==> config.mk <==
export PLATFORM = sky130hd
export DESIGN_NAME = adc_control_registers
export DESIGN_NICKNAME = d
export VERILOG_FILES = /design/src/adc_regs_pkg.sv /design/src/adc_control_registers.sv /design/src/conversion_engine.sv
export SDC_FILE = /design/constraint.sdc
export NUM_CORES = 1
export LEC_CHECK = 0
export ABC_CLOCK_PERIOD_IN_PS = 4500
export BUFFER_PORTS_ARGS = -buffer_cell sky130_fd_sc_hd__buf_2
export CAP_MARGIN = 20
export CORE_UTILIZATION = 57
export CTS_CLUSTER_SIZE = 12
export DETAILED_ROUTE_END_ITERATION = 7
export GPL_TIMING_DRIVEN = 0
export HOLD_SLACK_MARGIN = 0.12
export PLACE_DENSITY = 0.86
export SKIP_CTS_REPAIR_TIMING = 1
export SLEW_MARGIN = 5
export SYNTH_ARGS = -nofsm -noshare
export SYNTH_HDL_FRONTEND = slang
export SYNTH_HIERARCHICAL = 1
export SYNTH_SLANG_ARGS = --single-unit
==> constraint.sdc <==
create_clock -name clk -period 4.5 [get_ports clk]
set_input_delay 0.9 -clock clk [delete_from_list [all_inputs] [get_ports clk]]
set_output_delay 0.9 -clock clk [all_outputs]
set_load 0.005 [all_outputs]
==> src/adc_regs_pkg.sv <==
// Purpose: shared constants, types and helpers of the converter control block
// Assumes: register index times four is the byte address on the bus
// Notes:   field positions, reset values and codes are named here once
//
// Contract
// channel field bits 7..2 picks port A lines 0,1,2,4,5; code 3 reserved
// codes 0x0D-0x0F port B only with 20 pins; 0x12-0x15 port C 14/20 pins
// code 0x1B selects ground, 0x1E reference buffer; others select nothing
// writing one to go starts conversion; go reads one while it runs
// hardware clears go when the conversion finishes
// converter_on enables the converter; off means its logic is held idle
// result_format one: right-justified, upper six high-byte bits zero
// result_format zero: left-justified, lower six low-byte bits zero
// clock select: divide by 2,8,32,4,16,64; codes 3 and 7 rc clock
// reference: 00 supply, 10 external pin, 11 fixed reference; 01 reserved
// trigger codes 0..4: none, pin, timer zero, timer one, timer two
// codes 5..9: capture one, two, pwm three, four, change flag
// with trigger code 0xD a read of the result high byte triggers
// result is readable and writable as low and high byte
// a rising edge of the selected trigger sets go
// completion clears go, sets the done flag and loads the result
// a trigger during sleep is held and starts after sleep ends
// unimplemented control bits ignore writes and read zero
// the 10-bit value is placed by result_format, rest zero-filled

package adc_regs_pkg;

    // ********************************************************
    // register indices
    // ********************************************************
    localparam logic [9:0] IDX_RESULT_LOW  = 10'h09B;
    localparam logic [9:0] IDX_RESULT_HIGH = 10'h09C;
    localparam logic [9:0] IDX_CTRL_ZERO   = 10'h09D;
    localparam logic [9:0] IDX_CTRL_ONE    = 10'h09E;
    localparam logic [9:0] IDX_AUTO_TRIG   = 10'h09F;
    localparam logic [9:0] IDX_STATUS      = 10'h0A0;
    localparam logic [9:0] IDX_MASK        = 10'h0A1;

    // ********************************************************
    // field positions, write masks, reset values
    // ********************************************************
    localparam int         ON_BIT          = 0;
    localparam int         GO_BIT          = 1;
    localparam int         CHAN_LSB        = 2;
    localparam int         FMT_BIT         = 7;
    localparam int         CSEL_LSB        = 4;
    localparam int         REF_LSB         = 0;
    localparam int         DONE_BIT        = 0;
    localparam logic [7:0] CTRL_ONE_WMASK  = 8'hF3;
    localparam logic [7:0] AUTO_TRIG_WMASK = 8'h0F;
    localparam logic [7:0] CTRL_ZERO_RST   = 8'h00;
    localparam logic [7:0] CTRL_ONE_RST    = 8'h00;
    localparam logic [7:0] AUTO_TRIG_RST   = 8'h00;
    localparam logic [15:0] RESULT_RST     = 16'h0000;
    localparam logic [7:0] STATUS_RST      = 8'h00;
    localparam logic [7:0] MASK_RST        = 8'h00;
    localparam logic [1:0] REF_RESERVED    = 2'h1;
    localparam int         CONV_PERIODS    = 11;

    // ********************************************************
    // trigger source codes
    // ********************************************************
    localparam logic [3:0] TRIG_NONE     = 4'h0;
    localparam logic [3:0] TRIG_PIN      = 4'h1;
    localparam logic [3:0] TRIG_TMR_ZERO = 4'h2;
    localparam logic [3:0] TRIG_TMR_ONE  = 4'h3;
    localparam logic [3:0] TRIG_TMR_TWO  = 4'h4;
    localparam logic [3:0] TRIG_CCP_ONE  = 4'h5;
    localparam logic [3:0] TRIG_CCP_TWO  = 4'h6;
    localparam logic [3:0] TRIG_PWM_3    = 4'h7;
    localparam logic [3:0] TRIG_PWM_4    = 4'h8;
    localparam logic [3:0] TRIG_IOC      = 4'h9;
    localparam logic [3:0] TRIG_RES_READ = 4'hD;

    typedef struct packed {
        logic pin;
        logic timer_zero_overflow;
        logic timer_one_overflow;
        logic timer_two_postscaled;
        logic capture_compare_one_output;
        logic capture_compare_two_output;
        logic pwm_unit_three_output;
        logic pwm_unit_four_output;
        logic change_flag;
    } trigger_sources_t;

    // divide ratio of the conversion clock, zero means rc clock
    function automatic logic [6:0] clock_ratio(input logic [2:0] sel);
        case (sel)
            3'h0:    clock_ratio = 7'd2;
            3'h1:    clock_ratio = 7'd8;
            3'h2:    clock_ratio = 7'd32;
            3'h4:    clock_ratio = 7'd4;
            3'h5:    clock_ratio = 7'd16;
            3'h6:    clock_ratio = 7'd64;
            default: clock_ratio = 7'd0;
        endcase
    endfunction : clock_ratio

    // channel code routes an input on a part with the given pin count
    function automatic logic channel_ok(input logic [5:0] code,
                                        input int pins);
        case (code)
            6'h00, 6'h01, 6'h02, 6'h04, 6'h05: channel_ok = 1'b1;
            6'h0D, 6'h0E, 6'h0F:               channel_ok = (pins >= 20);
            6'h12, 6'h13, 6'h14, 6'h15:        channel_ok = (pins >= 14);
            6'h1B, 6'h1E:                      channel_ok = 1'b1;
            default:                           channel_ok = 1'b0;
        endcase
    endfunction : channel_ok

endpackage : adc_regs_pkg

==> src/adc_control_registers.sv <==
// Purpose: converter control and result registers behind an AHB-Lite slave
// Assumes: trigger inputs and sleep are synchronous to clk
// Notes:   writes take no wait state, reads take one
//
// The AHB-Lite slave port was decided locally.
`timescale 1ns/1ps

module adc_control_registers #(
    parameter int PIN_COUNT = 20,
    parameter int PERIODS   = adc_regs_pkg::CONV_PERIODS
) (
    // clock and reset
    input  logic                           clk,
    input  logic                           rst,
    // ahb-lite slave
    input  logic                           hsel,
    input  logic [31:0]                    haddr,
    input  logic [1:0]                     htrans,
    input  logic                           hwrite,
    input  logic [2:0]                     hsize,
    input  logic [31:0]                    hwdata,
    input  logic                           hready,
    output logic [31:0]                    hrdata,
    output logic                           hreadyout,
    output logic                           hresp,
    // trigger sources, sleep and rc clock
    input  adc_regs_pkg::trigger_sources_t trig_in,
    input  logic                           sleep_mode,
    input  logic                           rc_tick,
    // analog core
    input  logic [9:0]                     analog_value,
    output logic                           converter_power,
    output logic [5:0]                     mux_channel,
    output logic                           mux_valid,
    output logic [1:0]                     vref_select,
    output logic                           vref_valid,
    output logic                           conv_busy,
    // interrupt
    output logic                           irq
);

    // ********************************************************
    // registers and bus state
    // ********************************************************
    logic [7:0]  ctrl_zero;
    logic [7:0]  ctrl_one;
    logic [7:0]  auto_trig;
    logic [15:0] result;
    logic [7:0]  status;
    logic [7:0]  mask;
    logic        wr_pend;
    logic        rd_wait;
    logic        bus_hit;
    logic [9:0]  bus_idx;
    logic [7:0]  read_byte;
    logic        accept;
    logic        wr_en;
    logic [7:0]  wbyte;

    logic        go;
    logic        on;
    logic        fmt;
    logic [3:0]  trig_code;
    logic        sel_level;
    logic        prev_level;
    logic        trig_rise;
    logic        res_read;
    logic        trig_event;
    logic        pending;
    logic        sw_go;
    logic        start_req;
    logic        abort;
    logic        eng_busy;
    logic        eng_done;
    logic [9:0]  eng_value;
    logic [7:0]  next_status;

    assign accept    = hsel && hready && htrans[1];
    assign wr_en     = wr_pend && bus_hit;
    assign wbyte     = hwdata[7:0];
    assign go        = ctrl_zero[adc_regs_pkg::GO_BIT];
    assign on        = ctrl_zero[adc_regs_pkg::ON_BIT];
    assign fmt       = ctrl_one[adc_regs_pkg::FMT_BIT];
    assign trig_code = auto_trig[3:0];

    // ********************************************************
    // bus slave
    // ********************************************************
    always_ff @(posedge clk or posedge rst) begin
        if (rst) begin
            wr_pend   <= 1'b0;
            rd_wait   <= 1'b0;
            bus_hit   <= 1'b0;
            bus_idx   <= 10'h000;
            hreadyout <= 1'b1;
            hresp     <= 1'b0;
        end else begin
            wr_pend   <= accept && hwrite;
            rd_wait   <= accept && !hwrite;
            hreadyout <= !(accept && !hwrite);
            hresp     <= 1'b0;
            if (accept) begin
                bus_hit <= (haddr[31:12] == 20'h0_0000)
                           && (haddr[1:0] == 2'h0);
                bus_idx <= haddr[11:2];
            end
        end
    end

    always_comb begin
        case (bus_idx)
            adc_regs_pkg::IDX_RESULT_LOW:  read_byte = result[7:0];
            adc_regs_pkg::IDX_RESULT_HIGH: read_byte = result[15:8];
            adc_regs_pkg::IDX_CTRL_ZERO:   read_byte = ctrl_zero;
            adc_regs_pkg::IDX_CTRL_ONE:    read_byte = ctrl_one;
            adc_regs_pkg::IDX_AUTO_TRIG:   read_byte = auto_trig;
            adc_regs_pkg::IDX_STATUS:      read_byte = status;
            adc_regs_pkg::IDX_MASK:        read_byte = mask;
            default:                       read_byte = 8'h00;
        endcase
    end

    always_ff @(posedge clk or posedge rst) begin
        if (rst) begin
            hrdata <= 32'h0000_0000;
        end else if (rd_wait) begin
            hrdata <= bus_hit ? {24'h00_0000, read_byte} : 32'h0000_0000;
        end
    end

    // ********************************************************
    // trigger selection and sleep latch
    // ********************************************************
    always_comb begin
        case (trig_code)
            adc_regs_pkg::TRIG_PIN:      sel_level = trig_in.pin;
            adc_regs_pkg::TRIG_TMR_ZERO:
                sel_level = trig_in.timer_zero_overflow;
            adc_regs_pkg::TRIG_TMR_ONE:
                sel_level = trig_in.timer_one_overflow;
            adc_regs_pkg::TRIG_TMR_TWO:
                sel_level = trig_in.timer_two_postscaled;
            adc_regs_pkg::TRIG_CCP_ONE:
                sel_level = trig_in.capture_compare_one_output;
            adc_regs_pkg::TRIG_CCP_TWO:
                sel_level = trig_in.capture_compare_two_output;
            adc_regs_pkg::TRIG_PWM_3:
                sel_level = trig_in.pwm_unit_three_output;
            adc_regs_pkg::TRIG_PWM_4:
                sel_level = trig_in.pwm_unit_four_output;
            adc_regs_pkg::TRIG_IOC:      sel_level = trig_in.change_flag;
            default:                     sel_level = 1'b0;
        endcase
    end

    always_ff @(posedge clk or posedge rst) begin
        if (rst) begin
            prev_level <= 1'b0;
        end else begin
            prev_level <= sel_level;
        end
    end

    assign trig_rise  = sel_level && !prev_level;
    assign res_read   = accept && !hwrite
                        && (haddr[11:2] == adc_regs_pkg::IDX_RESULT_HIGH)
                        && (trig_code == adc_regs_pkg::TRIG_RES_READ);
    assign trig_event = on && (trig_rise || res_read);

    always_ff @(posedge clk or posedge rst) begin
        if (rst) begin
            pending <= 1'b0;
        end else if (!on) begin
            pending <= 1'b0;
        end else if (sleep_mode && trig_event) begin
            pending <= 1'b1;
        end else if (start_req) begin
            pending <= 1'b0;
        end
    end

    // ********************************************************
    // start, abort and the go bit
    // ********************************************************
    assign sw_go     = wr_en && (bus_idx == adc_regs_pkg::IDX_CTRL_ZERO)
                       && wbyte[adc_regs_pkg::GO_BIT];
    assign start_req = on && !go && !sleep_mode
                       && (sw_go || trig_event || pending);
    // software clearing go, turning off, or sleeping off the rc clock aborts
    assign abort     = go && ((wr_en && !sw_go
                       && (bus_idx == adc_regs_pkg::IDX_CTRL_ZERO))
                       || (sleep_mode && (adc_regs_pkg::clock_ratio(
                           ctrl_one[6:4]) != 7'd0)));

    always_ff @(posedge clk or posedge rst) begin
        if (rst) begin
            ctrl_zero <= adc_regs_pkg::CTRL_ZERO_RST;
        end else begin
            if (wr_en && bus_idx == adc_regs_pkg::IDX_CTRL_ZERO) begin
                ctrl_zero[7:2] <= wbyte[7:2];
                ctrl_zero[adc_regs_pkg::ON_BIT] <= wbyte[adc_regs_pkg::ON_BIT];
            end
            if (start_req) begin
                ctrl_zero[adc_regs_pkg::GO_BIT] <= 1'b1;
            end else if (eng_done || abort || !on) begin
                ctrl_zero[adc_regs_pkg::GO_BIT] <= 1'b0;
            end
        end
    end

    // ********************************************************
    // configuration registers
    // ********************************************************
    always_ff @(posedge clk or posedge rst) begin
        if (rst) begin
            ctrl_one  <= adc_regs_pkg::CTRL_ONE_RST;
            auto_trig <= adc_regs_pkg::AUTO_TRIG_RST;
            mask      <= adc_regs_pkg::MASK_RST;
        end else if (wr_en) begin
            if (bus_idx == adc_regs_pkg::IDX_CTRL_ONE) begin
                ctrl_one <= wbyte & adc_regs_pkg::CTRL_ONE_WMASK;
            end
            if (bus_idx == adc_regs_pkg::IDX_AUTO_TRIG) begin
                auto_trig <= wbyte & adc_regs_pkg::AUTO_TRIG_WMASK;
            end
            if (bus_idx == adc_regs_pkg::IDX_MASK) begin
                mask <= wbyte & 8'h01;
            end
        end
    end

    // ********************************************************
    // conversion engine and result
    // ********************************************************
    conversion_engine #(
        .PERIODS      (PERIODS)
    ) u_engine (
        .clk          (clk),
        .rst          (rst),
        .enable       (on),
        .start        (start_req),
        .abort        (abort),
        .clock_sel    (ctrl_one[6:4]),
        .rc_tick      (rc_tick),
        .analog_value (analog_value),
        .busy         (eng_busy),
        .done         (eng_done),
        .value        (eng_value)
    );

    always_ff @(posedge clk or posedge rst) begin
        if (rst) begin
            result <= adc_regs_pkg::RESULT_RST;
        end else if (eng_done) begin
            if (fmt) begin
                result <= {6'h00, eng_value};
            end else begin
                result <= {eng_value, 6'h00};
            end
        end else if (wr_en && bus_idx == adc_regs_pkg::IDX_RESULT_LOW) begin
            result[7:0] <= wbyte;
        end else if (wr_en && bus_idx == adc_regs_pkg::IDX_RESULT_HIGH) begin
            result[15:8] <= wbyte;
        end
    end

    // ********************************************************
    // done flag and interrupt
    // ********************************************************
    always_comb begin
        next_status = status;
        if (wr_en && bus_idx == adc_regs_pkg::IDX_STATUS) begin
            next_status = status & ~wbyte;
        end
        if (eng_done) begin
            next_status[adc_regs_pkg::DONE_BIT] = 1'b1;
        end
    end

    always_ff @(posedge clk or posedge rst) begin
        if (rst) begin
            status <= adc_regs_pkg::STATUS_RST;
            irq    <= 1'b0;
        end else begin
            status <= next_status;
            irq    <= |(next_status & mask);
        end
    end

    // ********************************************************
    // analog side controls
    // ********************************************************
    always_ff @(posedge clk or posedge rst) begin
        if (rst) begin
            converter_power <= 1'b0;
            mux_channel     <= 6'h00;
            mux_valid       <= 1'b0;
            vref_select     <= 2'h0;
            vref_valid      <= 1'b0;
            conv_busy       <= 1'b0;
        end else begin
            converter_power <= on;
            mux_channel     <= ctrl_zero[7:2];
            mux_valid       <= on && adc_regs_pkg::channel_ok(
                ctrl_zero[7:2], PIN_COUNT);
            vref_select     <= ctrl_one[1:0];
            vref_valid      <= on
                && (ctrl_one[1:0] != adc_regs_pkg::REF_RESERVED);
            conv_busy       <= eng_busy;
        end
    end

    // ********************************************************
    // assertions
    // ********************************************************
    property p_go_while_busy;
        @(posedge clk) disable iff (rst) eng_busy |-> go;
    endproperty
    a_go_while_busy: assert property (p_go_while_busy)
        else $error("go low during conversion");

    property p_done_clears_go;
        @(posedge clk) disable iff (rst) eng_done && !start_req |=> !go;
    endproperty
    a_done_clears_go: assert property (p_done_clears_go)
        else $error("go not cleared at completion");

    property p_off_idle;
        @(posedge clk) disable iff (rst) !on |=> !eng_busy && !go;
    endproperty
    a_off_idle: assert property (p_off_idle)
        else $error("converter busy while off");

    property p_right_just;
        @(posedge clk) disable iff (rst)
            eng_done && fmt |=> result == {6'h00, $past(eng_value)};
    endproperty
    a_right_just: assert property (p_right_just)
        else $error("right-justified result wrong");

    property p_left_just;
        @(posedge clk) disable iff (rst)
            eng_done && !fmt |=> result == {$past(eng_value), 6'h00};
    endproperty
    a_left_just: assert property (p_left_just)
        else $error("left-justified result wrong");

    property p_trigger_starts;
        @(posedge clk) disable iff (rst)
            trig_rise && on && !go && !sleep_mode |=> go ##1 conv_busy;
    endproperty
    a_trigger_starts: assert property (p_trigger_starts)
        else $error("trigger edge did not start conversion");

    property p_done_flag;
        @(posedge clk) disable iff (rst)
            eng_done |=> status[adc_regs_pkg::DONE_BIT]
                && (irq == $past(mask[0]));
    endproperty
    a_done_flag: assert property (p_done_flag)
        else $error("done flag or interrupt missing");

    property p_sleep_held;
        @(posedge clk) disable iff (rst)
            sleep_mode && trig_event && !go |=> !go && pending;
    endproperty
    a_sleep_held: assert property (p_sleep_held)
        else $error("trigger during sleep not held");

    property p_reserved_zero;
        @(posedge clk) disable iff (rst)
            ctrl_one[3:2] == 2'h0 && auto_trig[7:4] == 4'h0;
    endproperty
    a_reserved_zero: assert property (p_reserved_zero)
        else $error("unimplemented bits not zero");

    property p_read_trigger;
        @(posedge clk) disable iff (rst)
            res_read && on && !go && !sleep_mode |=> go;
    endproperty
    a_read_trigger: assert property (p_read_trigger)
        else $error("high byte read did not trigger");

endmodule : adc_control_registers

==> src/conversion_engine.sv <==
// Purpose: timing of one conversion in conversion clock periods
// Assumes: rc_tick is a one-cycle pulse per rc clock period
// Notes:   value is captured from the analog core at the last period
`timescale 1ns/1ps

module conversion_engine #(
    parameter int PERIODS = adc_regs_pkg::CONV_PERIODS
) (
    // clock and reset
    input  logic       clk,
    input  logic       rst,
    // control
    input  logic       enable,
    input  logic       start,
    input  logic       abort,
    input  logic [2:0] clock_sel,
    input  logic       rc_tick,
    input  logic [9:0] analog_value,
    // result
    output logic       busy,
    output logic       done,
    output logic [9:0] value
);

    logic [6:0] ratio;
    logic [6:0] div_count;
    logic [7:0] period_count;
    logic       tick;
    logic       last;
    logic       halt;

    assign ratio = adc_regs_pkg::clock_ratio(clock_sel);
    assign tick  = (ratio == 7'd0) ? rc_tick
                                   : (div_count == ratio - 7'd1);
    assign last  = tick && (period_count == 8'(PERIODS - 1));
    assign halt  = !enable || abort;

    always_ff @(posedge clk or posedge rst) begin
        if (rst) begin
            div_count <= 7'd0;
        end else if (halt || !busy || tick) begin
            div_count <= 7'd0;
        end else begin
            div_count <= div_count + 7'd1;
        end
    end

    always_ff @(posedge clk or posedge rst) begin
        if (rst) begin
            busy         <= 1'b0;
            period_count <= 8'd0;
        end else if (halt) begin
            busy         <= 1'b0;
            period_count <= 8'd0;
        end else if (start && !busy) begin
            busy         <= 1'b1;
            period_count <= 8'd0;
        end else if (busy && last) begin
            busy         <= 1'b0;
            period_count <= 8'd0;
        end else if (busy && tick) begin
            period_count <= period_count + 8'd1;
        end
    end

    always_ff @(posedge clk or posedge rst) begin
        if (rst) begin
            done  <= 1'b0;
            value <= 10'h000;
        end else begin
            done <= busy && last && !halt;
            if (busy && last && !halt) begin
                value <= analog_value;
            end
        end
    end

endmodule : conversion_engine

# Word-level counts from Yosys, hierarchy flattened
# Memories as Yosys holds them, arrays and structs flattened.
# Cells that the tools add are included.
# totals
register_bits,131
latch_bits,0
ram_bits,0
mem_bits_ro,32
memories,1
# classes
add_sub_neg,3
n_mul,0
div,0
magnitude_cmp,0
eq_ne,28
shift,0
mux,26
n_bitwise,3
n_reduce_logical,63
# mem_list
name,words,width,read_ports,rd_ports_with_merged_regs,write_ports,line_no,source
(no name shown),32,1,1,0,0,adc_regs_pkg.sv:103,case (code)
# ops
cell,count
10-bit by 8-bit equality test with 1-bit output (second input constant),8
8-bit two-way mux,9
8-bit one-hot mux with 7 select lines,1
7-bit one-hot mux with 6 select lines,1
16-bit two-way mux,2
1-bit logical AND,30
20-bit logical NOT,1
4-bit by 3-bit equality test with 1-bit output (second input constant),4
4-bit equality test (second input constant),3
1-bit two-way mux,11
3-bit equality test (second input constant),3
1-bit logical NOT,9
1-bit logical OR,9
1-bit one-hot mux with 9 select lines,1
8-bit by 1-bit adder with 8-bit output (second input constant),1
8-bit by 1-bit bitwise AND with 8-bit output,1
8-bit bitwise AND,1
4-bit by 2-bit equality test with 1-bit output (second input constant),2
8-bit by 4-bit equality test with 1-bit output (second input constant),1
8-bit NOT,1
2-bit AND reduction,4
8-bit OR reduction,1
7-bit by 1-bit adder with 7-bit output (second input constant),1
7-bit equality test,1
14 further kinds,17

# Longest topological paths before layout
# Gate-level depths: netlist (run 1).
# depth
ltp_word,13
mapped_depth,10
ltp_nobuf,10

# By module
# The synthesis (run 1) kept the hierarchy.
# modules_own_cells
mod,n_inst,cells_per_inst,area_each_um2,seq_area_each_um2
adc_control_registers,1,367,3917.5,2003.2
conversion_engine,1,124,1355.0,675.6

# Least setup slack after synthesis (run 1)
# Ideal clock, no wire load.
# synth_path
kind,input-to-reg
startpoint,input rc_tick
endpoint,register u_engine.value[0]
setup_ns,0.125
arrival_ns,2.516
t_required_ns,4.375
slack_ns,1.859
path_stages,6
cell_sequence,a21o_1 a32o_1 a222oi_1 nor3b_2 nand3_4 mux2_2
# synth_between
elab_chain_cells,4
# synth_rtl
item,line_no,source
"start, declared",adc_control_registers.sv:29,"input logic rc_tick,"
1-bit two-way mux,conversion_engine.sv:33,assign tick = (ratio == 7'd0) ? rc_tick
1-bit logical AND,conversion_engine.sv:35,assign last = tick && (period_count == 8'(PERIODS - 1));
1-bit logical AND (2 in series),conversion_engine.sv:72,if (busy && last && !halt) begin
"end signal, assigned",conversion_engine.sv:73,value <= analog_value;
"end, declared",conversion_engine.sv:22,output logic [9:0] value
# Every way passes these cells.
# A chain may end at the register's enable or synchronous reset.

# Worst setup path after layout (run 1)
# layout_path
startpoint,register bus_idx[9]
endpoint,register u_engine.period_count[7]
# layout_between
elab_cells_between_ends,16
# layout_rtl
item,line_no,source
"start, declared",adc_control_registers.sv:54,logic [9:0] bus_idx;
"start signal, assigned",adc_control_registers.sv:105,bus_idx <= haddr[11:2];
10-bit by 8-bit equality test with 1-bit output (*),adc_control_registers.sv:185,assign sw_go = wr_en && (bus_idx == adc_regs_pkg::IDX_CTRL_ZERO)
1-bit logical AND (*),adc_control_registers.sv:185,
1-bit logical AND (*),adc_control_registers.sv:186,&& wbyte[adc_regs_pkg::GO_BIT];
1-bit logical OR (*) (2 in series),adc_control_registers.sv:188,&& (sw_go || trig_event || pending);
1-bit logical AND (*),adc_control_registers.sv:188,
net start_req,adc_control_registers.sv:71,logic start_req;
1-bit logical AND (*),conversion_engine.sv:55,end else if (start && !busy) begin
8-bit two-way mux,conversion_engine.sv:55,
8-bit two-way mux,conversion_engine.sv:52,end else if (halt) begin
"end signal, assigned",conversion_engine.sv:62,period_count <= period_count + 8'd1;
"end, declared",conversion_engine.sv:27,logic [7:0] period_count;
# The timed path passes the listed nets; every way through them passes the cells marked *.

==> results by group, run 1 <==
Run status
  • Status: complete, but fails checks
  • Failing checks: design-rule violations

Logic synthesis
  • Main synth FF type: dfrtp_1
  • Syn. warnings: 6
  • Async SR Flop Fraction: 1.00
  • Synth Register Bits: 107
  • Post-synth top cells: dfrtp_1, mux2_2, nor2_1
  • Area leader, netlist: dfrtp_1
  • Mean Syn Cell Area: 10.7 um2
  • Post-synth EDFFs: 0
  • Synth area leaders: dfrtp_1, mux2_2, buf_4
  • Synth Instances: 491
  • Top-area cell type share of the netlist area: 0.503
  • Sequential share of the synthesized area: 0.508
  • Mapped Area: 0.00527 mm2
  • Yosys cell types: 63
  • Cell with the most instances after synthesis: dfrtp_1

Final layout
  • Area growth, synth to finish: 17.8%
  • Post-Layout Cell Count: 729
  • Post-route cell area: 0.00621 mm2
  • Layout Nets: 714
  • # diodes: 0
  • Share of layout cells above drive strength 1: 0.308

Clocking
  • Clk slew on worst S/H paths: 110 ps
  • Clock Latency Late Sink: 370 ps
  • CTS Buffer Depth: 2
  • CTS tree: built
  • Clk root buf: clkbuf_8
  • Clk sinks: 107
  • CTS H-tree lvls: 3
  • Inserted Clock Buffers: 9

Detailed routing
  • Routed len/inst: 16.5 um
  • Drt first-iter violations: 236
  • Post-route ant nets: 0
  • Total number of vias: 4,206
  • # DRC: 13
  • Number of detailed-route iterations in the first pass: 8
  • Total wire length: 12,000 um
  • Via-to-Cell Ratio: 5.77

Die
  • Site Rows: 34
  • Die W: 98.2 um
  • Core Area: 0.00885 mm2
  • Num ports: 142
  • Initial core utilization: 0.596
  • Die area: 0.00964 mm2
  • Die extent in y: 98.2 um

Min path
  • Hold Crit Class: flop to flop

Power and ir drop
  • Combinational Power Share: 0.120
  • Power Dens Cells: 299 mW/mm2
  • Sequential share of power: 0.541
  • Sw Share: 0.265
  • Pwr Total: 0.00186 W
  • Switching pwr: 0.000492 W
  • VDD IR max: 193 uV
  • Clock power share: 0.339
  • Cell-internal power: 0.00136 W
  • Total leakage power: 3.03 nW

Place
  • # port buffers: 88
  • Final HPWL DP: 9110 um
  • DP Area: 0.00597 mm2
  • Placed Cells incl. Taps: 712
  • GP Congestion: 0.879
  • Worst slack, placed: 1410 ps

Timing
  • Slew HR: 0.421
  • Fmax: 0.320 GHz
  • Fin. Hold Viols: 0
  • Clk_skew: 14.3 ps
  • Final Setup Violations: 0
  • Setup TNS: 0 ps
  • Final worst setup slack: 1370 ps
  • Fin crit share: 0.695
  • Worst Tran Pin Value: 861 ps
  • Unrepaired setup endpoints after global routing: false
  • Tmin final: 3130 ps
  • Max Slew Vio Count: 0

GRT
  • Global-route wire length before repair: 19,900 um
  • Pin count of the biggest net entering global routing: 50
  • Initial antenna violation count: 0
  • Vias in the first global route: 4,340
  • Total GRT Usage: 0.262
  • Overflow after GRT: 0

Setup path
  • Critical Path Max Stage Delay: 740 ps
  • CP Capture Type: flop
  • CP top delay family: simple AND/OR/NAND/NOR gates
  • Critical path class: flop to flop
  • WP data arrival: 3380 ps
  • Startpoint Class: flop
  • Worst path buffer plus inverter count: 2
  • Worst Path Max Fanout: 10
  • Worst-path cell chain: or4b_1 -> buf_6 -> nor4_4 -> a21oi_2 -> or2_0 -> o21ai_0 -> inv_1 -> o21ai_1 -> a21o_1 -> nor2_1
  • CP max stage cell: nor4_4
  • WP data required: 4750 ps

Flow run
  • Max-Cap Viols: 0
[path summary, 6_finish.rpt]
check                                         start                              endpoint  slack (ps)  depth (start not counted)
max                          bus_idx[9]$_DFFE_PP0N_  u_engine/period_count[7]$_DFFE_PP0P_        1370                         10
min                        ctrl_zero[7]$_DFFE_PP0N_              mux_channel[5]$_DFF_PP0_         440                          0
max reg2reg                  bus_idx[9]$_DFFE_PP0N_  u_engine/period_count[7]$_DFFE_PP0P_        1370                         10
min reg2reg                ctrl_zero[7]$_DFFE_PP0N_              mux_channel[5]$_DFF_PP0_         440                          0
min in group asynchronous                       rst  u_engine/period_count[0]$_DFFE_PP0P_         480                          2
max in group asynchronous                       rst                result[12]$_DFFE_PP0P_        3400                          3
[layout make-up]
class                           instances  area, um2
Multi-Input combinational cell        345       2330
Timing Repair Buffer                   90        495
Buffer                                 42        279
Fill cell                             675       2640
Clock inverter                          7       90.1
Tap cell                              108        135
Sequential cell                       107       2680
Clock buffer                            9        124
Inverter                               21       81.3
[worst reg2reg max path: cells and delay by family (launching register included)]
kind / cells / cell delay [ps]
AND/OR/NAND/NOR: 4 / 1590
buffers and inverters: 2 / 240
AO/OA/AOI/OAI: 4 / 810
flip-flops: 1 / 390
[registers in the layout, summed over array words and instances (netlist names), 2 cells and up]
name / flops
hrdata: 8
ctrl_one: 6
u_engine/period_count: 8
bus_idx: 10
mux_channel: 6
ctrl_zero: 8
u_engine/div_count: 7
vref_select: 2
result: 16
status: 8
auto_trig: 4
u_engine/value: 10
[power groups by stage]
| stage | registers [W] | logic, W | clock network (W) |
|---|---|---|---|
| 3_5_place_dp | 0.00102 | 0.000217 | 0 |
| 4_1_cts | 0.00100 | 0.000218 | 0.000641 |
| 5_1_grt | 0.00101 | 0.000243 | 0.000680 |
| 3_3_place_gp | 0.00102 | 0.000206 | 0 |
| 2_1_floorplan | 0.00101 | 0.000147 | 0 |
| 6_report | 0.00100 | 0.000223 | 0.000629 |
[cell usage in the layout (no fill, tap or decap), drive strengths merged, types with 6 or more instances in the layout]
| cell | netlist | final |
|---|---|---|
| nand2 | 34 | 34 |
| and3 | 7 | 7 |
| a21oi | 25 | 25 |
| a21boi | 9 | 9 |
| mux2 | 46 | 46 |
| a22oi | 6 | 6 |
| nor4 | 9 | 9 |
| mux2i | 8 | 8 |
| o21ai | 30 | 30 |
| xnor2 | 6 | 6 |
| dfrtp | 106 | 106 |
| and2 | 7 | 7 |
| clkbuf | 9 | 18 |
| inv | 21 | 26 |
| nor2 | 35 | 35 |
| nor2b | 12 | 12 |
| nand3 | 7 | 7 |
| o22ai | 8 | 8 |
| conb | 1 | 25 |
| buf | 33 | 123 |
[metrics by stage]
step | hold slack [ps] | util
2_1_floorplan | 384 | -
3_3_place_gp | 420 | 0.671
3_5_place_dp | 424 | 0.674
4_1_cts | 449 | 0.699
5_1_grt | 461 | 0.702
6_report | 445 | 0.702
[kinds of logic after synthesis]
logic type | count (synthesis) | synth area share
compound gates | 112 | 0.139
xor+xnor | 10 | 0.0166
fa+ha+maj | 3 | 0.00712
buf+inv | 63 | 0.0679
flops | 107 | 0.508
mux | 54 | 0.113
other cells | 1 | 0.000711
simple gates | 141 | 0.148
[routing by layer]
metal | global-route usage | vias to the layer above | share of wire
met4 | 0.116 | 0 | 0.027
met2 | 0.459 | 178 | 0.51
met5 | 0 | - | 0
met3 | 0.0401 | 34 | 0.062
met1 | 0.321 | 2033 | 0.40
li1 | - | 1961 | -
No activity file was read; power rests on OpenSTA's default activity.
==> run 2, diff against run 1 <==
--- a/config.mk
+++ b/config.mk
@@ -5,15 +5,15 @@
 export SDC_FILE = /design/constraint.sdc
 export NUM_CORES = 1
 export LEC_CHECK = 0
-export ABC_CLOCK_PERIOD_IN_PS = 4500
+export ABC_CLOCK_PERIOD_IN_PS = 2790
 export BUFFER_PORTS_ARGS = -buffer_cell sky130_fd_sc_hd__buf_2
 export CAP_MARGIN = 20
-export CORE_UTILIZATION = 57
+export CORE_UTILIZATION = 48
 export CTS_CLUSTER_SIZE = 12
 export DETAILED_ROUTE_END_ITERATION = 7
 export GPL_TIMING_DRIVEN = 0
 export HOLD_SLACK_MARGIN = 0.12
-export PLACE_DENSITY = 0.86
+export PLACE_DENSITY = 0.77
 export SKIP_CTS_REPAIR_TIMING = 1
 export SLEW_MARGIN = 5
 export SYNTH_ARGS = -nofsm -noshare
==> constraint.sdc (replaced) <==
create_clock -name clk -period 2.79 [get_ports clk]
set_input_delay 0.558 -clock clk [delete_from_list [all_inputs] [get_ports clk]]
set_output_delay 0.558 -clock clk [all_outputs]
set_load 0.005 [all_outputs]
==> results by group, run 2 (synthesis results as in run 1) <==
Die
  • Site Rows: 37 (+8.8%)
  • Core Area: 0.0105 mm2 (+19%)
  • Die extent in y: 107 um (+8.8%)
  • Die area: 0.0114 mm2 (+18%)
  • Num ports: 142 (unchanged)
  • Die W: 107 um (+8.8%)
  • Initial core utilization: 0.502 (-0.0941)

Setup path
  • CP Capture Type: flop
  • WP data arrival: 2890 ps (-490 ps)
  • Worst R2R Start: bus_idx[9]$_DFFE_PP0N_
  • Setup slack, reg-to-reg: 150 ps (-1220 ps)
  • Worst Path Max Fanout: 10 (unchanged)
  • Startpoint Class: flop
  • Critical path class: flop to flop
  • Reg2Reg Capture Point: u_engine/value[2]$_DFFE_PP0P_
  • CP max stage cell: or4b_1
  • FF-to-FF path depth: 9 (-1)
  • Critical Path Max Stage Delay: 560 ps (-180 ps)
  • Worst-path cell chain: or4b_1 -> buf_6 -> nor4_4 -> buf_4 -> nand2_1 -> a21boi_2 -> nor2b_2 -> nand3_4 -> mux2_2
  • WP data required: 3050 ps (-1700 ps)

Detailed routing
  • Post-route ant nets: 0 (unchanged)
  • Total number of vias: 4,098 (-2.6%)
  • Total wire length: 11,600 um (-3.7%)
  • Routed len/inst: 15.2 um (-7.6%)
  • Drt first-iter violations: 253 (+7.2%)
  • Via-to-Cell Ratio: 5.39 (-6.5%)
  • # DRC: 0 (-13)
  • Number of detailed-route iterations in the first pass: 5 (-3)

GRT
  • Overflow after GRT: 0 (unchanged)
  • Total GRT Usage: 0.215 (-0.0468)
  • Initial antenna violation count: 0 (unchanged)
  • Global-route wire length before repair: 19,200 um (-3.6%)
  • Pin count of the biggest net entering global routing: 51 (+2.0%)
  • Vias in the first global route: 3,985 (-8.2%)

Timing
  • Slew HR: 0.403 (-0.0175)
  • Final worst setup slack: 154 ps (-1220 ps)
  • Fmax: 0.379 GHz (+19%)
  • Clk_skew: 11.8 ps (-2.43 ps)
  • Final hold slack: 118 ps (-327 ps)
  • Worst Tran Pin Value: 888 ps (+26.0 ps)
  • Fin. Hold Viols: 0 (unchanged)
  • Max Slew Vio Count: 0 (unchanged)
  • Tmin final: 2640 ps (-493 ps)
  • Final Setup Violations: 0 (unchanged)
  • Fin crit share: 0.945 (+0.249)

Final layout
  • Fillers: 875 (+30%)
  • Post-route cell area: 0.00627 mm2 (+1.0%)
  • Max reg flops: 16 (unchanged)
  • Most frequent cells in the layout: dfrtp_1, buf_2, mux2_2, nor2_1, nand2_1
  • Post-Layout Cell Count: 760 (+4.3%)
  • Share of layout cells above drive strength 1: 0.316 (+0.00814)
  • Biggest regs: result: 16 flops, bus_idx: 10 flops, u_engine/value: 10 flops
  • Layout Nets: 717 (+0.42%)
  • Top reg by flops: result
  • Commonest non-fill, non-tap cell in the layout: dfrtp_1
  • # diodes: 0 (unchanged)
  • Area growth, synth to finish: 19.0%

Place
  • Placed Cells incl. Taps: 740 (+3.9%)
  • # port buffers: 88 (unchanged)
  • DP Area: 0.00600 mm2 (+0.59%)
  • GP Congestion: 0.848 (-3.5%)
  • Final HPWL DP: 8810 um (-3.4%)
  • Worst slack, placed: -330 ps (-1740 ps)

Clocking
  • Clk sinks: 107 (unchanged)
  • CTS H-tree lvls: 3 (unchanged)
  • Clock Latency Late Sink: 370 ps (about the same)
  • Clk slew on worst S/H paths: 110 ps (about the same)
  • Inserted Clock Buffers: 9 (unchanged)
  • CTS Buffer Depth: 2 (unchanged)
  • Clk root buf: clkbuf_8
  • CTS tree: built

Power and ir drop
  • Sw Share: 0.277 (+0.0115)
  • Cell-internal power: 0.00212 W (+55%)
  • Total leakage power: 3.04 nW (+0.37%)
  • Sequential share of power: 0.553 (+0.012)
  • VDD IR max: 242 uV (+26%)
  • Switching pwr: 0.000810 W (+65%)
  • Clock power share: 0.326 (-0.013)
  • Combinational Power Share: 0.121 (about the same)
  • Power Dens Cells: 467 mW/mm2 (+56%)

Run status
  • Status: finished clean

Min path
  • Hold Crit Class: input pin to asynchronous set/reset pin

Flow run
  • Max-Cap Viols: 0 (unchanged)
## run 2: cell types whose count changed in the layout (fill, tap and decap cells not counted)
cell,delta
inv_8,-2
bufinv_16,-1
a21boi_2,+1
a21boi_0,-1
o21ai_4,+1
o21ai_1,-1
nor2b_1,-1
clkinv_8,+2
buf_4,+3
nor2b_2,+1
clkinv_4,-1
inv_6,+2
## run 2: power by group through the flow
stage	logic [W]	registers (W)	clock network (W)
2_1_floorplan	0.000238	0.00164	0
3_3_place_gp	0.000336	0.00165	0
3_5_place_dp	0.000349	0.00165	0
4_1_cts	0.000351	0.00162	0.000964
5_1_grt	0.000394	0.00162	0.00103
6_report	0.000356	0.00162	0.000954
## run 2: cell type report
cell class / count / area (um2) / share of cell area
Buffer: 42 / 279 / 0.0445
Clock buffer: 9 / 124 / 0.0197
Clock inverter: 7 / 78.8 / 0.0126
Inverter: 21 / 81.3 / 0.0130
Multi-Input combinational cell: 345 / 2340 / 0.374
Sequential cell: 107 / 2680 / 0.427
Tap cell: 136 / 170 / 0.0271
Timing Repair Buffer: 93 / 518 / 0.0826
## run 2: stage by stage
step,TNS (ps),util,power (W)
floorplan,0,-,0.00187
detailed placement,-3090,0.571,0.00200
global route,-3.05,0.597,0.00305
global placement,-53920,0.568,0.00198
CTS,-3750,0.591,0.00293
finish,0,0.597,0.00293
## run 2: how the worst max path moves through the flow
stage                      startpoint  cells after the start                                    to
2_1_floorplan                     rst                      1              auto_trig[0]$_DFFE_PP0P_
5_1_grt        bus_idx[9]$_DFFE_PP0N_                     10  u_engine/period_count[7]$_DFFE_PP0P_
6_report       bus_idx[9]$_DFFE_PP0N_                      9         u_engine/value[2]$_DFFE_PP0P_
4_1_cts        bus_idx[9]$_DFFE_PP0N_                     10  u_engine/period_count[6]$_DFFE_PP0P_
3_3_place_gp                      rst                      2              mux_channel[3]$_DFF_PP0_
3_5_place_dp   bus_idx[9]$_DFFE_PP0N_                     10  u_engine/period_count[6]$_DFFE_PP0P_
## run 2: per-layer routing
| metal | vias up | global-route usage | wire length, um |
|---|---|---|---|
| met3 | 13 | 0.0371 | 610 |
| met2 | 120 | 0.367 | 5800 |
| met5 | - | 0 | 0 |
| li1 | 1965 | - | - |
| met4 | 0 | 0.0597 | 108 |
| met1 | 2000 | 0.282 | 5070 |
## run 2: worst max-delay path, delay by kind of cell (launching register included)
family | cells | cell delay (ps)
multiplexers | 1 | 360
flip-flops | 1 | 390
AO/OA/AOI/OAI | 1 | 130
AND/OR/NAND/NOR | 5 | 1260
buffers and inverters | 2 | 360
